--- src/core/lane_rx_pkg.sv ---
// Constants shared by the receive lane crossbar and delay block
`default_nettype none
package lane_rx_pkg;
  localparam int ADDR_W = 12;
  localparam int DATA_W = 8;
  localparam int NUM_PHYS = 8;
  localparam int NUM_LOGICAL = 4;
  localparam int SEL_W = 3;
  localparam int DELAY_W = 5;

  // Register offsets
  localparam logic [11:0] OFS_LINK_CTRL = 12'h300;
  localparam logic [11:0] OFS_FIXED_DELAY = 12'h304;
  localparam logic [11:0] OFS_VAR_DELAY = 12'h306;
  localparam logic [11:0] OFS_XBAR_FIRST = 12'h308;
  localparam logic [11:0] OFS_XBAR_SECOND = 12'h309;

  // Field positions
  localparam int LINK_EN_BIT = 0;
  localparam int DELAY_LSB = 0;
  localparam int SEL_LO_LSB = 0;
  localparam int SEL_HI_LSB = 3;

  // Reset values
  localparam logic [0:0] LINK_EN_RESET = 1'h0;
  localparam logic [4:0] FIXED_DELAY_RESET = 5'h00;
  localparam logic [4:0] VAR_DELAY_RESET = 5'h1F;
  localparam logic [2:0] LANE0_SRC_RESET = 3'h0;
  localparam logic [2:0] LANE1_SRC_RESET = 3'h1;
  localparam logic [2:0] LANE2_SRC_FIXED = 3'h2;
  localparam logic [2:0] LANE3_SRC_RESET = 3'h3;

  // Timing
  localparam int VAR_DELAY_MAX = 10;
  localparam int MULTIFRAME_CYCLES = 32;
  localparam int FIFO_DEPTH = 8;
endpackage : lane_rx_pkg
`default_nettype wire

--- src/core/lane_fifo.sv ---
// Small FIFO with registered read stage and registered ready
`default_nettype none
module lane_fifo #(
  parameter int WIDTH = 32,
  parameter int DEPTH = 8
) (
  input wire logic core_clk,
  input wire logic arst_n,
  input wire logic in_valid,
  output logic in_ready,
  input wire logic [WIDTH-1:0] in_data,
  output logic out_valid,
  input wire logic out_ready,
  output logic [WIDTH-1:0] out_data
);
  localparam int PTR_W = (DEPTH > 1) ? $clog2(DEPTH) : 1;
  localparam int CNT_W = $clog2(DEPTH + 1);

  typedef struct packed {
    logic [DEPTH-1:0][WIDTH-1:0] mem;
    logic [PTR_W-1:0] wr_ptr;
    logic [PTR_W-1:0] rd_ptr;
    logic [CNT_W-1:0] count;
    logic in_ready;
    logic out_valid;
    logic [WIDTH-1:0] out_data;
  } fifo_s;

  fifo_s state;
  fifo_s next_state;

  function automatic logic [PTR_W-1:0] ptr_step(input logic [PTR_W-1:0] p);
    ptr_step = (p == PTR_W'(DEPTH - 1)) ? '0 : PTR_W'(p + 1'h1);
  endfunction : ptr_step

  always_comb
  begin
    logic push;
    logic pop;
    push = 1'h0;
    pop = 1'h0;
    next_state = state;
    push = in_valid && state.in_ready;
    // Output stage refills whenever it is empty or being taken
    pop = (state.count != '0) && (!state.out_valid || out_ready);
    if (push)
    begin
      next_state.mem[state.wr_ptr] = in_data;
      next_state.wr_ptr = ptr_step(state.wr_ptr);
    end
    if (pop)
    begin
      next_state.out_data = state.mem[state.rd_ptr];
      next_state.rd_ptr = ptr_step(state.rd_ptr);
      next_state.out_valid = 1'h1;
    end
    else if (out_ready)
    begin
      next_state.out_valid = 1'h0;
    end
    next_state.count = CNT_W'(state.count + CNT_W'(push) - CNT_W'(pop));
    next_state.in_ready = (next_state.count < CNT_W'(DEPTH));
  end

  always_ff @(posedge core_clk or negedge arst_n)
  begin
    if (!arst_n)
    begin
      state <= '0;
      state.in_ready <= 1'h1;
    end
    else
    begin
      state <= next_state;
    end
  end

  assign in_ready = state.in_ready;
  assign out_valid = state.out_valid;
  assign out_data = state.out_data;
endmodule : lane_fifo
`default_nettype wire

--- src/core/lane_rx_xbar.sv ---
// Receive lane crossbar, multiframe delays and release-timed lane buffer
`default_nettype none
// How it works
// - Five-bit fixed delay offsets the global multiframe boundary by that many cycles.
// - Five-bit variable delay picks where in the multiframe buffered words are released.
// - Variable delay field resets to all ones and must be reprogrammed first.
// - Lanes 0, 1 and 3 take the physical input numbered by their 3-bit selector; lane 2 is fixed to input 2.
// - First crossbar register: lane 1 in bits 5..3, lane 0 in bits 2..0.
// - Second crossbar register: lane 3 selector in bits 5..3, resets to three.
// - Lanes 0 and 1 reset to sources 0 and 1, a straight mapping.
module lane_rx_xbar #(
  parameter int LANE_W = 32,
  parameter int MF_CYCLES = lane_rx_pkg::MULTIFRAME_CYCLES,
  parameter int BUF_DEPTH = lane_rx_pkg::FIFO_DEPTH
) (
  input wire logic core_clk,
  input wire logic arst_n,
  input wire logic [lane_rx_pkg::ADDR_W-1:0] reg_addr,
  input wire logic reg_wr,
  input wire logic reg_rd,
  input wire logic [lane_rx_pkg::DATA_W-1:0] reg_wdata,
  output logic [lane_rx_pkg::DATA_W-1:0] reg_rdata,
  output logic reg_rdata_valid,
  input wire logic [lane_rx_pkg::NUM_PHYS*LANE_W-1:0] physical_serial_input,
  input wire logic phys_valid,
  output logic phys_ready,
  output logic [lane_rx_pkg::NUM_LOGICAL*LANE_W-1:0] lane_data,
  output logic lane_valid,
  input wire logic lane_ready,
  output logic global_lmfc_pulse,
  output logic link_active
);
  localparam int DW = lane_rx_pkg::DATA_W;
  localparam int SW = lane_rx_pkg::SEL_W;
  localparam int DLW = lane_rx_pkg::DELAY_W;
  localparam int MFW = (MF_CYCLES > 1) ? $clog2(MF_CYCLES) : 1;
  localparam int BUS_W = lane_rx_pkg::NUM_LOGICAL * LANE_W;

  // Where the receive side stands in its bring-up
  typedef enum logic [1:0] {
    LINK_DOWN,
    WAITING,
    RELEASED
  } phase_e;

  typedef struct packed {
    logic link_enable;
    logic [DLW-1:0] global_multiframe_fixed_delay;
    logic [DLW-1:0] buffer_release_variable_delay;
    logic [SW-1:0] logical_lane_zero_source;
    logic [SW-1:0] logical_lane_one_source;
    logic [SW-1:0] logical_lane_three_source;
    logic [MFW-1:0] mf_count;
    phase_e phase;
    logic release_open;
    logic lmfc_pulse;
    logic [DW-1:0] rdata;
    logic rdata_valid;
    logic [BUS_W-1:0] out_data;
    logic out_valid;
  } xbar_s;

  xbar_s state;
  xbar_s next_state;

  logic [BUS_W-1:0] xbar_word;
  logic buf_in_valid;
  logic buf_in_ready;
  logic buf_out_valid;
  logic buf_out_ready;
  logic [BUS_W-1:0] buf_out_data;

  // Multiframe positions wrap; sum of two settings may pass one multiframe
  function automatic logic [MFW-1:0] mf_wrap(input int unsigned pos);
    mf_wrap = MFW'(pos % MF_CYCLES);
  endfunction : mf_wrap

  function automatic logic [LANE_W-1:0] pick_lane(
    input logic [lane_rx_pkg::NUM_PHYS*LANE_W-1:0] phys,
    input logic [SW-1:0] sel
  );
    pick_lane = phys[sel*LANE_W +: LANE_W];
  endfunction : pick_lane

  function automatic logic [DW-1:0] pack_pair(
    input logic [SW-1:0] hi,
    input logic [SW-1:0] lo
  );
    pack_pair = '0;
    pack_pair[lane_rx_pkg::SEL_HI_LSB +: SW] = hi;
    pack_pair[lane_rx_pkg::SEL_LO_LSB +: SW] = lo;
  endfunction : pack_pair

  // Delay fields sit at the bottom of their byte; the bits above are reserved
  function automatic logic [DLW-1:0] delay_field(input logic [DW-1:0] wdata);
    delay_field = wdata[lane_rx_pkg::DELAY_LSB +: DLW];
  endfunction : delay_field

  function automatic logic [SW-1:0] sel_field(
    input logic [DW-1:0] wdata,
    input int lsb
  );
    sel_field = wdata[lsb +: SW];
  endfunction : sel_field

  // Crossbar: logical lane n sits at bits n*LANE_W upward
  always_comb
  begin
    xbar_word = '0;
    xbar_word[0*LANE_W +: LANE_W] =
      pick_lane(physical_serial_input, state.logical_lane_zero_source);
    xbar_word[1*LANE_W +: LANE_W] =
      pick_lane(physical_serial_input, state.logical_lane_one_source);
    xbar_word[2*LANE_W +: LANE_W] =
      pick_lane(physical_serial_input, lane_rx_pkg::LANE2_SRC_FIXED);
    xbar_word[3*LANE_W +: LANE_W] =
      pick_lane(physical_serial_input, state.logical_lane_three_source);
  end

  // Nothing enters the buffer until software brings the link up
  assign buf_in_valid = phys_valid && state.link_enable;
  // Buffered words leave only after the release point of the multiframe; dropping
  // the link stops the drain at once and the buffer keeps what it holds
  assign buf_out_ready = state.link_enable && state.release_open &&
    (!state.out_valid || lane_ready);

  lane_fifo #(
    .WIDTH(BUS_W),
    .DEPTH(BUF_DEPTH)
  ) u_lane_buffer (
    .core_clk(core_clk),
    .arst_n(arst_n),
    .in_valid(buf_in_valid),
    .in_ready(buf_in_ready),
    .in_data(xbar_word),
    .out_valid(buf_out_valid),
    .out_ready(buf_out_ready),
    .out_data(buf_out_data)
  );

  always_comb
  begin
    logic [MFW-1:0] release_pos;
    release_pos = '0;
    next_state = state;

    // Register writes; reserved bits are masked away
    if (reg_wr)
    begin
      case (reg_addr)
        lane_rx_pkg::OFS_LINK_CTRL:
        begin
          next_state.link_enable = reg_wdata[lane_rx_pkg::LINK_EN_BIT];
        end
        lane_rx_pkg::OFS_FIXED_DELAY:
        begin
          next_state.global_multiframe_fixed_delay =
            delay_field(reg_wdata);
        end
        lane_rx_pkg::OFS_VAR_DELAY:
        begin
          // Values above the limit are stored as written; no clamp is applied
          next_state.buffer_release_variable_delay =
            delay_field(reg_wdata);
        end
        lane_rx_pkg::OFS_XBAR_FIRST:
        begin
          next_state.logical_lane_one_source =
            sel_field(reg_wdata, lane_rx_pkg::SEL_HI_LSB);
          next_state.logical_lane_zero_source =
            sel_field(reg_wdata, lane_rx_pkg::SEL_LO_LSB);
        end
        lane_rx_pkg::OFS_XBAR_SECOND:
        begin
          next_state.logical_lane_three_source =
            sel_field(reg_wdata, lane_rx_pkg::SEL_HI_LSB);
        end
        default:
        begin
          next_state.link_enable = state.link_enable;
        end
      endcase
    end

    // Register reads answer one cycle later; unmapped offsets read zero
    next_state.rdata_valid = reg_rd;
    if (reg_rd)
    begin
      case (reg_addr)
        lane_rx_pkg::OFS_LINK_CTRL:
        begin
          next_state.rdata = '0;
          next_state.rdata[lane_rx_pkg::LINK_EN_BIT] = state.link_enable;
        end
        lane_rx_pkg::OFS_FIXED_DELAY:
        begin
          next_state.rdata = DW'(state.global_multiframe_fixed_delay);
        end
        lane_rx_pkg::OFS_VAR_DELAY:
        begin
          next_state.rdata = DW'(state.buffer_release_variable_delay);
        end
        lane_rx_pkg::OFS_XBAR_FIRST:
        begin
          next_state.rdata = pack_pair(state.logical_lane_one_source,
                                       state.logical_lane_zero_source);
        end
        lane_rx_pkg::OFS_XBAR_SECOND:
        begin
          // Lane 2 selector is not held here, its bits read zero
          next_state.rdata = pack_pair(state.logical_lane_three_source, '0);
        end
        default:
        begin
          next_state.rdata = '0;
        end
      endcase
    end

    // Multiframe counter runs only while the link is enabled
    if (state.link_enable)
    begin
      next_state.mf_count = mf_wrap(int'(state.mf_count) + 1);
    end
    else
    begin
      next_state.mf_count = '0;
    end

    // Global boundary lands one cycle after the counter reaches the fixed delay
    next_state.lmfc_pulse = state.link_enable &&
      (state.mf_count == mf_wrap(int'(state.global_multiframe_fixed_delay)));

    // Receive release point: variable delay counted from the global boundary
    release_pos = mf_wrap(int'(state.global_multiframe_fixed_delay) +
                          int'(state.buffer_release_variable_delay));
    // Once open the release stays open, so a late re-program cannot stall the link
    case (state.phase)
      LINK_DOWN,
      WAITING:
      begin
        if (!state.link_enable)
        begin
          next_state.phase = LINK_DOWN;
        end
        else if (state.mf_count == release_pos)
        begin
          next_state.phase = RELEASED;
        end
        else
        begin
          next_state.phase = WAITING;
        end
      end
      RELEASED:
      begin
        if (!state.link_enable)
        begin
          next_state.phase = LINK_DOWN;
        end
      end
      default:
      begin
        next_state.phase = LINK_DOWN;
      end
    endcase
    next_state.release_open = (next_state.phase == RELEASED);

    // Output stage; holds its word until the consumer takes it
    if (buf_out_valid && buf_out_ready)
    begin
      next_state.out_data = buf_out_data;
      next_state.out_valid = 1'h1;
    end
    else if (lane_ready)
    begin
      next_state.out_valid = 1'h0;
    end
  end

  always_ff @(posedge core_clk or negedge arst_n)
  begin
    if (!arst_n)
    begin
      state <= '0;
      state.link_enable <= lane_rx_pkg::LINK_EN_RESET[0];
      state.global_multiframe_fixed_delay <= lane_rx_pkg::FIXED_DELAY_RESET;
      state.buffer_release_variable_delay <= lane_rx_pkg::VAR_DELAY_RESET;
      state.logical_lane_zero_source <= lane_rx_pkg::LANE0_SRC_RESET;
      state.logical_lane_one_source <= lane_rx_pkg::LANE1_SRC_RESET;
      state.logical_lane_three_source <= lane_rx_pkg::LANE3_SRC_RESET;
      state.phase <= LINK_DOWN;
    end
    else
    begin
      state <= next_state;
    end
  end

  assign reg_rdata = state.rdata;
  assign reg_rdata_valid = state.rdata_valid;
  // Ready comes from a flop inside the buffer
  assign phys_ready = buf_in_ready;
  assign lane_data = state.out_data;
  assign lane_valid = state.out_valid;
  assign global_lmfc_pulse = state.lmfc_pulse;
  assign link_active = state.release_open;
endmodule : lane_rx_xbar
`default_nettype wire

--- config.mk ---
export PLATFORM = sky130hd
export DESIGN_NAME = lane_rx_xbar
export DESIGN_NICKNAME = d
export VERILOG_FILES = /design/src/core/lane_rx_pkg.sv /design/src/core/lane_fifo.sv /design/src/core/lane_rx_xbar.sv
export SDC_FILE = /design/constraint.sdc
export NUM_CORES = 2
export LEC_CHECK = 0
export BUFFER_PORTS_ARGS = -buffer_cell sky130_fd_sc_hd__buf_4
export CORE_ASPECT_RATIO = 0.7
export CORE_MARGIN = 1.5
export CORE_UTILIZATION = 45
export CTS_CLUSTER_DIAMETER = 40
export DETAILED_ROUTE_END_ITERATION = 16
export PLACE_DENSITY = 0.74
export SETUP_SLACK_MARGIN = 0.15
export SLEW_MARGIN = 40
export SYNTH_ARGS = -nofsm -noshare
export SYNTH_HDL_FRONTEND = slang
export SYNTH_SLANG_ARGS = --single-unit
export TNS_END_PERCENT = 1
--- constraint.sdc ---
create_clock -name core_clk -period 3.55 [get_ports core_clk]
set_input_delay 0.71 -clock core_clk [delete_from_list [all_inputs] [get_ports core_clk]]
set_output_delay 0.71 -clock core_clk [all_outputs]
set_load 0.005 [all_outputs]
Yosys cells after proc, flatten, opt, wreduce, memory -nomap -nowiden --
Cells that the tools add are included.
Word-level totals: flip-flop bits (word level) 1331, input bits 282, output and inout bits 141
Cells by class: add/subtract/negate cells 6, order comparisons 4, equality and inequality tests 12, shift operators 3, mux-type cells 17, reductions and logical operators 22
Operators by type and width (count):
- $bwmux W1024 | 1
- $shiftx A256 B9 Y32 | 3
- $bmux W128 S3 | 1
- $demux W128 S3 | 1
- $mux W128 | 2
- $eq A12 B10 Y1 const B | 5
- $pmux W6 S5 | 1
- $eq A5 B5 Y1 | 2
- $reduce_and A2 Y1 | 5
- $logic_and A1 B1 Y1 | 8
- $lt A3 B4 Y1 const B | 2
- $add A3 B1 Y3 const B | 2
- $eq A3 B3 Y1 const B | 2
- $mux W2 | 3
- $mux W3 | 2
- $add A5 B1 Y5 const B | 1
- $add A5 B5 Y5 | 1
- $mux W5 | 1
- $add A4 B1 Y4 | 1
- $eq A2 B2 Y1 const B | 2
- $lt A4 B4 Y1 const B | 1
- $mux W1 | 4
- $pmux W2 S2 | 1
- $reduce_bool A2 Y1 | 2
- 8 further kinds | 10

Logic depth before layout (Yosys ltp) --
word-level depth 7, gate-level depth with buffers 13, depth with buffers taken out 11

Hierarchy --
From an unflattened synthesis, not the netlist that was laid out.
Unflattened totals: cells, all modules 4567, area, all modules 65788.1 um^2
Modules (own cells, without submodules):
- lane_fifo | times used 1, cells each 3659, area an instance 52459.1 um^2
- lane_rx_xbar | times used 1, cells each 908, area an instance 13329.0 um^2

Worst setup path after synthesis --
Ideal clock, no wire load.
path type input -> register, start point input lane_ready, end point register u_lane_buffer.state[132] (netlist name), arrival 2795 ps, path slack 633 ps, stages on the path 11, cells stage by stage nand2b_1 > nand3_1 > a21oi_1 > clkbuf_1 > buf_2 > ha_1 > inv_1 > ha_1 > inv_1 > fa_1 > xnor2_1
RTL lines:
- start, declared | RTL line lane_rx_xbar.sv:29 | input wire logic lane_ready,
- end signal, assigned | RTL line lane_fifo.sv:74 | state <= next_state;
- end, declared | RTL line lane_fifo.sv:29 | fifo_s state;

Worst setup path in the final report --
start point register state[153] (netlist name), end point register u_lane_buffer.state[144] (netlist name)
Between the ends: cells in the longest elaborated chain, start to end 2
Ends and longest elaborated chain:
- start, declared | RTL line lane_rx_xbar.sv:63 | xbar_s state;
- start signal, assigned | RTL line lane_rx_xbar.sv:296 | state <= next_state;
- $shiftx A256 B9 Y32 | RTL line lane_rx_xbar.sv:82 | pick_lane = phys[sel*LANE_W +: LANE_W];
- $bwmux W1024 | RTL line lane_fifo.sv:48 | next_state.mem[state.wr_ptr] = in_data;
No other way between the ends. A chain may end at the register's enable or synchronous reset.

==> out/summary.txt <==
status -> finished clean
Syn Area/Cell -> 12.8 um2
crit path capture -> u_lane_buffer.state[144]
TritonCTS Buffers -> 149
Post-DP HPWL -> 119000 um
Achievable Freq -> 0.352 GHz
worst hold path type -> in -> reg
WHS -> 0.143 ns
Die Wd -> 448 um
Netlist cell types -> 52
layout cell share with drive strength beyond 1 -> 34.6%
YS warnings -> 0
Worst R2R Path Depth -> 4
CTS tree -> yes
vias -> 41654
crit path launch -> state[153]
reg2reg start -> state[153]
pwr/cell area -> 456 nW/um2
pre-CTS setup slack -> 0.713 ns
crit-path cells -> buf_4, mux4_2, mux2i_2, o21ai_0
most frequent cells in the layout -> dfrtp_1 (1311), a21oi_1 (711), nor2_1 (711)
CP max FO -> 30
clk buf depth -> 3
Via density -> 5.90
Pins Over Slew Limit -> 0
Worst Setup Start Kind -> register
post-route insts no fill -> 7063
period utilisation layout -> 80.0%
crit path capture type -> register
Crit path arrival time -> 3.48 ns
Design Power -> 0.0331 W
synthesized flop and latch total -> 1329
hold_buf cts -> 1
Initial Util -> 45.6%
Setup TNS -> 0 ns
Post-DRT Antenna Nets -> 0
Worst Slack Setup Final -> 0.709 ns
Synth top area share -> 53.0%
Buffers on Ports -> 418
post_cts resized -> 0
Worst-path clk slew -> 0.06 ns
share of flip-flops with an asynchronous set or reset -> 100%
First-pass DRT Iterations -> 5
largest net degree at the start of global routing -> 169
cell taking the most area after synthesis -> dfrtp_1
gpl congestion -> 0.901
1st-iter DRT viols -> 4336
r2r setup slk -> 0.71 ns
Root Buffer -> clkbuf_16
Placed Cells -> 6771
worst endpoint required time -> 4.19 ns
die height -> 314 um
time the worst path needs with I/O delays and setup -> 2.84 ns
commonest non-fill, non-tap cell in the layout -> dfrtp_1
DR WL/cell -> 25.1 um
worst slew pin tran -> 0.886 ns
GRT overflow -> 0
Final setup violation count -> 0
RSZ-0062 raised after global routing -> no
worst skew pair latency -> 0.79 ns
# Post-CTS Setup Buffers -> 0
GRT Util Overall -> 25.4%
clock skew -> 0.0261 ns
CP max-delay cell -> dfrtp_4
Post-synth EDFFs -> 0
R2R Path End -> u_lane_buffer.state[144]
Clock Sinks -> 1329
Final #Nets -> 5383
routed wire length -> 177000 um
Final Hold Vio Count -> 0
leakage -> 32.2 nW
slowest stage delay, CP -> 0.86 ns
share of the yosys chip area belonging to registers -> 53.4%
row count -> 113
# IOs -> 423
drt drc -> 0
P&R area growth vs syn -> 16.5%
Primary FF master, synth -> dfrtp_1
die footprint -> 141000 um2
crit path kind -> reg -> reg
Mapped Area -> 62300 um2
Post-Synthesis Cells -> 4880
initial antenna violation count -> 30
vias in the first global route -> 42684
MaxCap Viol Count -> 0
htree depth -> 4
maximum vdd drop -> 0.621 mV
placeable core area -> 136000 um2
synth top area cells -> dfrtp_1 (53%), mux4_2 (16%), mux2_2 (6.9%), a21oi_1 (5.7%), nor2_1 (4.3%)
global-route wire length before repair -> 269000 um
relative slew slack -> 40.8%
per-stage QoR:
stage / instance area (um2) / util, %
after floorplan: 62300 / -
after global placement: 67000 / 49.1
after detailed placement: 67000 / 49.1
after CTS: 72400 / 53.1
after global routing: 72500 / 53.1
final: 72500 / 53.2
area by class of cell:
cell class | count | area [um2]
Sequential cell | 1329 | 33300
Timing Repair Buffer | 590 | 5250
Fill cell | 11001 | 63900
Clock buffer | 194 | 4180
Multi-Input combinational cell | 2999 | 26200
Clock inverter | 79 | 1180
Inverter | 16 | 60.1
Antenna cell | 16 | 40.0
Tap cell | 1840 | 2300
state kept, by name, summed over array words and instances (netlist names):
| name | cells |
|---|---|
| u_lane_buffer.out_data | 128 |
| reg_rdata_valid | 1 |
| state | 27 |
| u_lane_buffer.out_valid | 1 |
| link_active | 1 |
| lane_valid | 1 |
| u_lane_buffer.in_ready | 1 |
| lane_data | 128 |
| global_lmfc_pulse | 1 |
| u_lane_buffer.state | 1034 |
| reg_rdata | 6 |
cells in the mapped netlist, types with 5 or more instances:
cell type	instances
o21ai_0	95
ha_1	14
buf_4	141
o21ai_1	99
nand2_1	198
mux2_2	384
dfstp_2	9
dfrtp_1	1320
inv_1	15
mux2i_1	166
nand2b_1	5
buf_1	40
xnor2_1	14
clkbuf_1	184
nand3_1	8
nor2_1	711
a21oi_1	712
mux2i_2	58
buf_6	9
buf_2	163
mux2_4	32
mux4_2	448
worst max-delay path: cells and delay by family, from the launching register on:
kind,cells,cell delay (ns)
muxes,2,1.17
DFF,1,0.86
buffers and inverters,1,0.44
AOI/OAI and AO/OA,1,0.20
routing by layer:
| metal | up-vias | share of wire, % | global-route usage, % |
|---|---|---|---|
| met5 | - | 0.077 | 0 |
| met3 | 366 | 8.0 | 6.16 |
| met1 | 21722 | 41 | 34.4 |
| met4 | 22 | 4.7 | 12.8 |
| li1 | 17872 | - | - |
| met2 | 1672 | 47 | 38.2 |
power by group:
group          internal [W]  switching (W)
clock               0.00988        0.00669
sequential           0.0152      0.0000171
combinational      0.000498       0.000833
total                0.0255        0.00754
how the worst min path moves through the flow:
stage | end | start | cells after the start
final | reg_rdata_valid | reg_rd | 1
after global routing | reg_rdata_valid | reg_rd | 1
after CTS | reg_rdata_valid | reg_rd | 1
after detailed placement | state[140] | state[141] | 1
after global placement | state[140] | state[141] | 1
after floorplan | global_lmfc_pulse | arst_n | 0
cells by family (layout without fill, tap and decap cells):
family / Yosys count / in the layout / synth area share (%)
flops: 1329 / 1329 / 53.4
xor+xnor: 18 / 18 / 0.253
simple gates: 954 / 954 / 6.02
buf+inv: 553 / 879 / 4.62
other cells: 1 / 18 / 0.00602
fa+ha+maj: 16 / 16 / 0.346
mux: 1088 / 1088 / 27.9
compound gates: 921 / 921 / 7.47
Note: power is estimated with default switching activity, not from simulation.
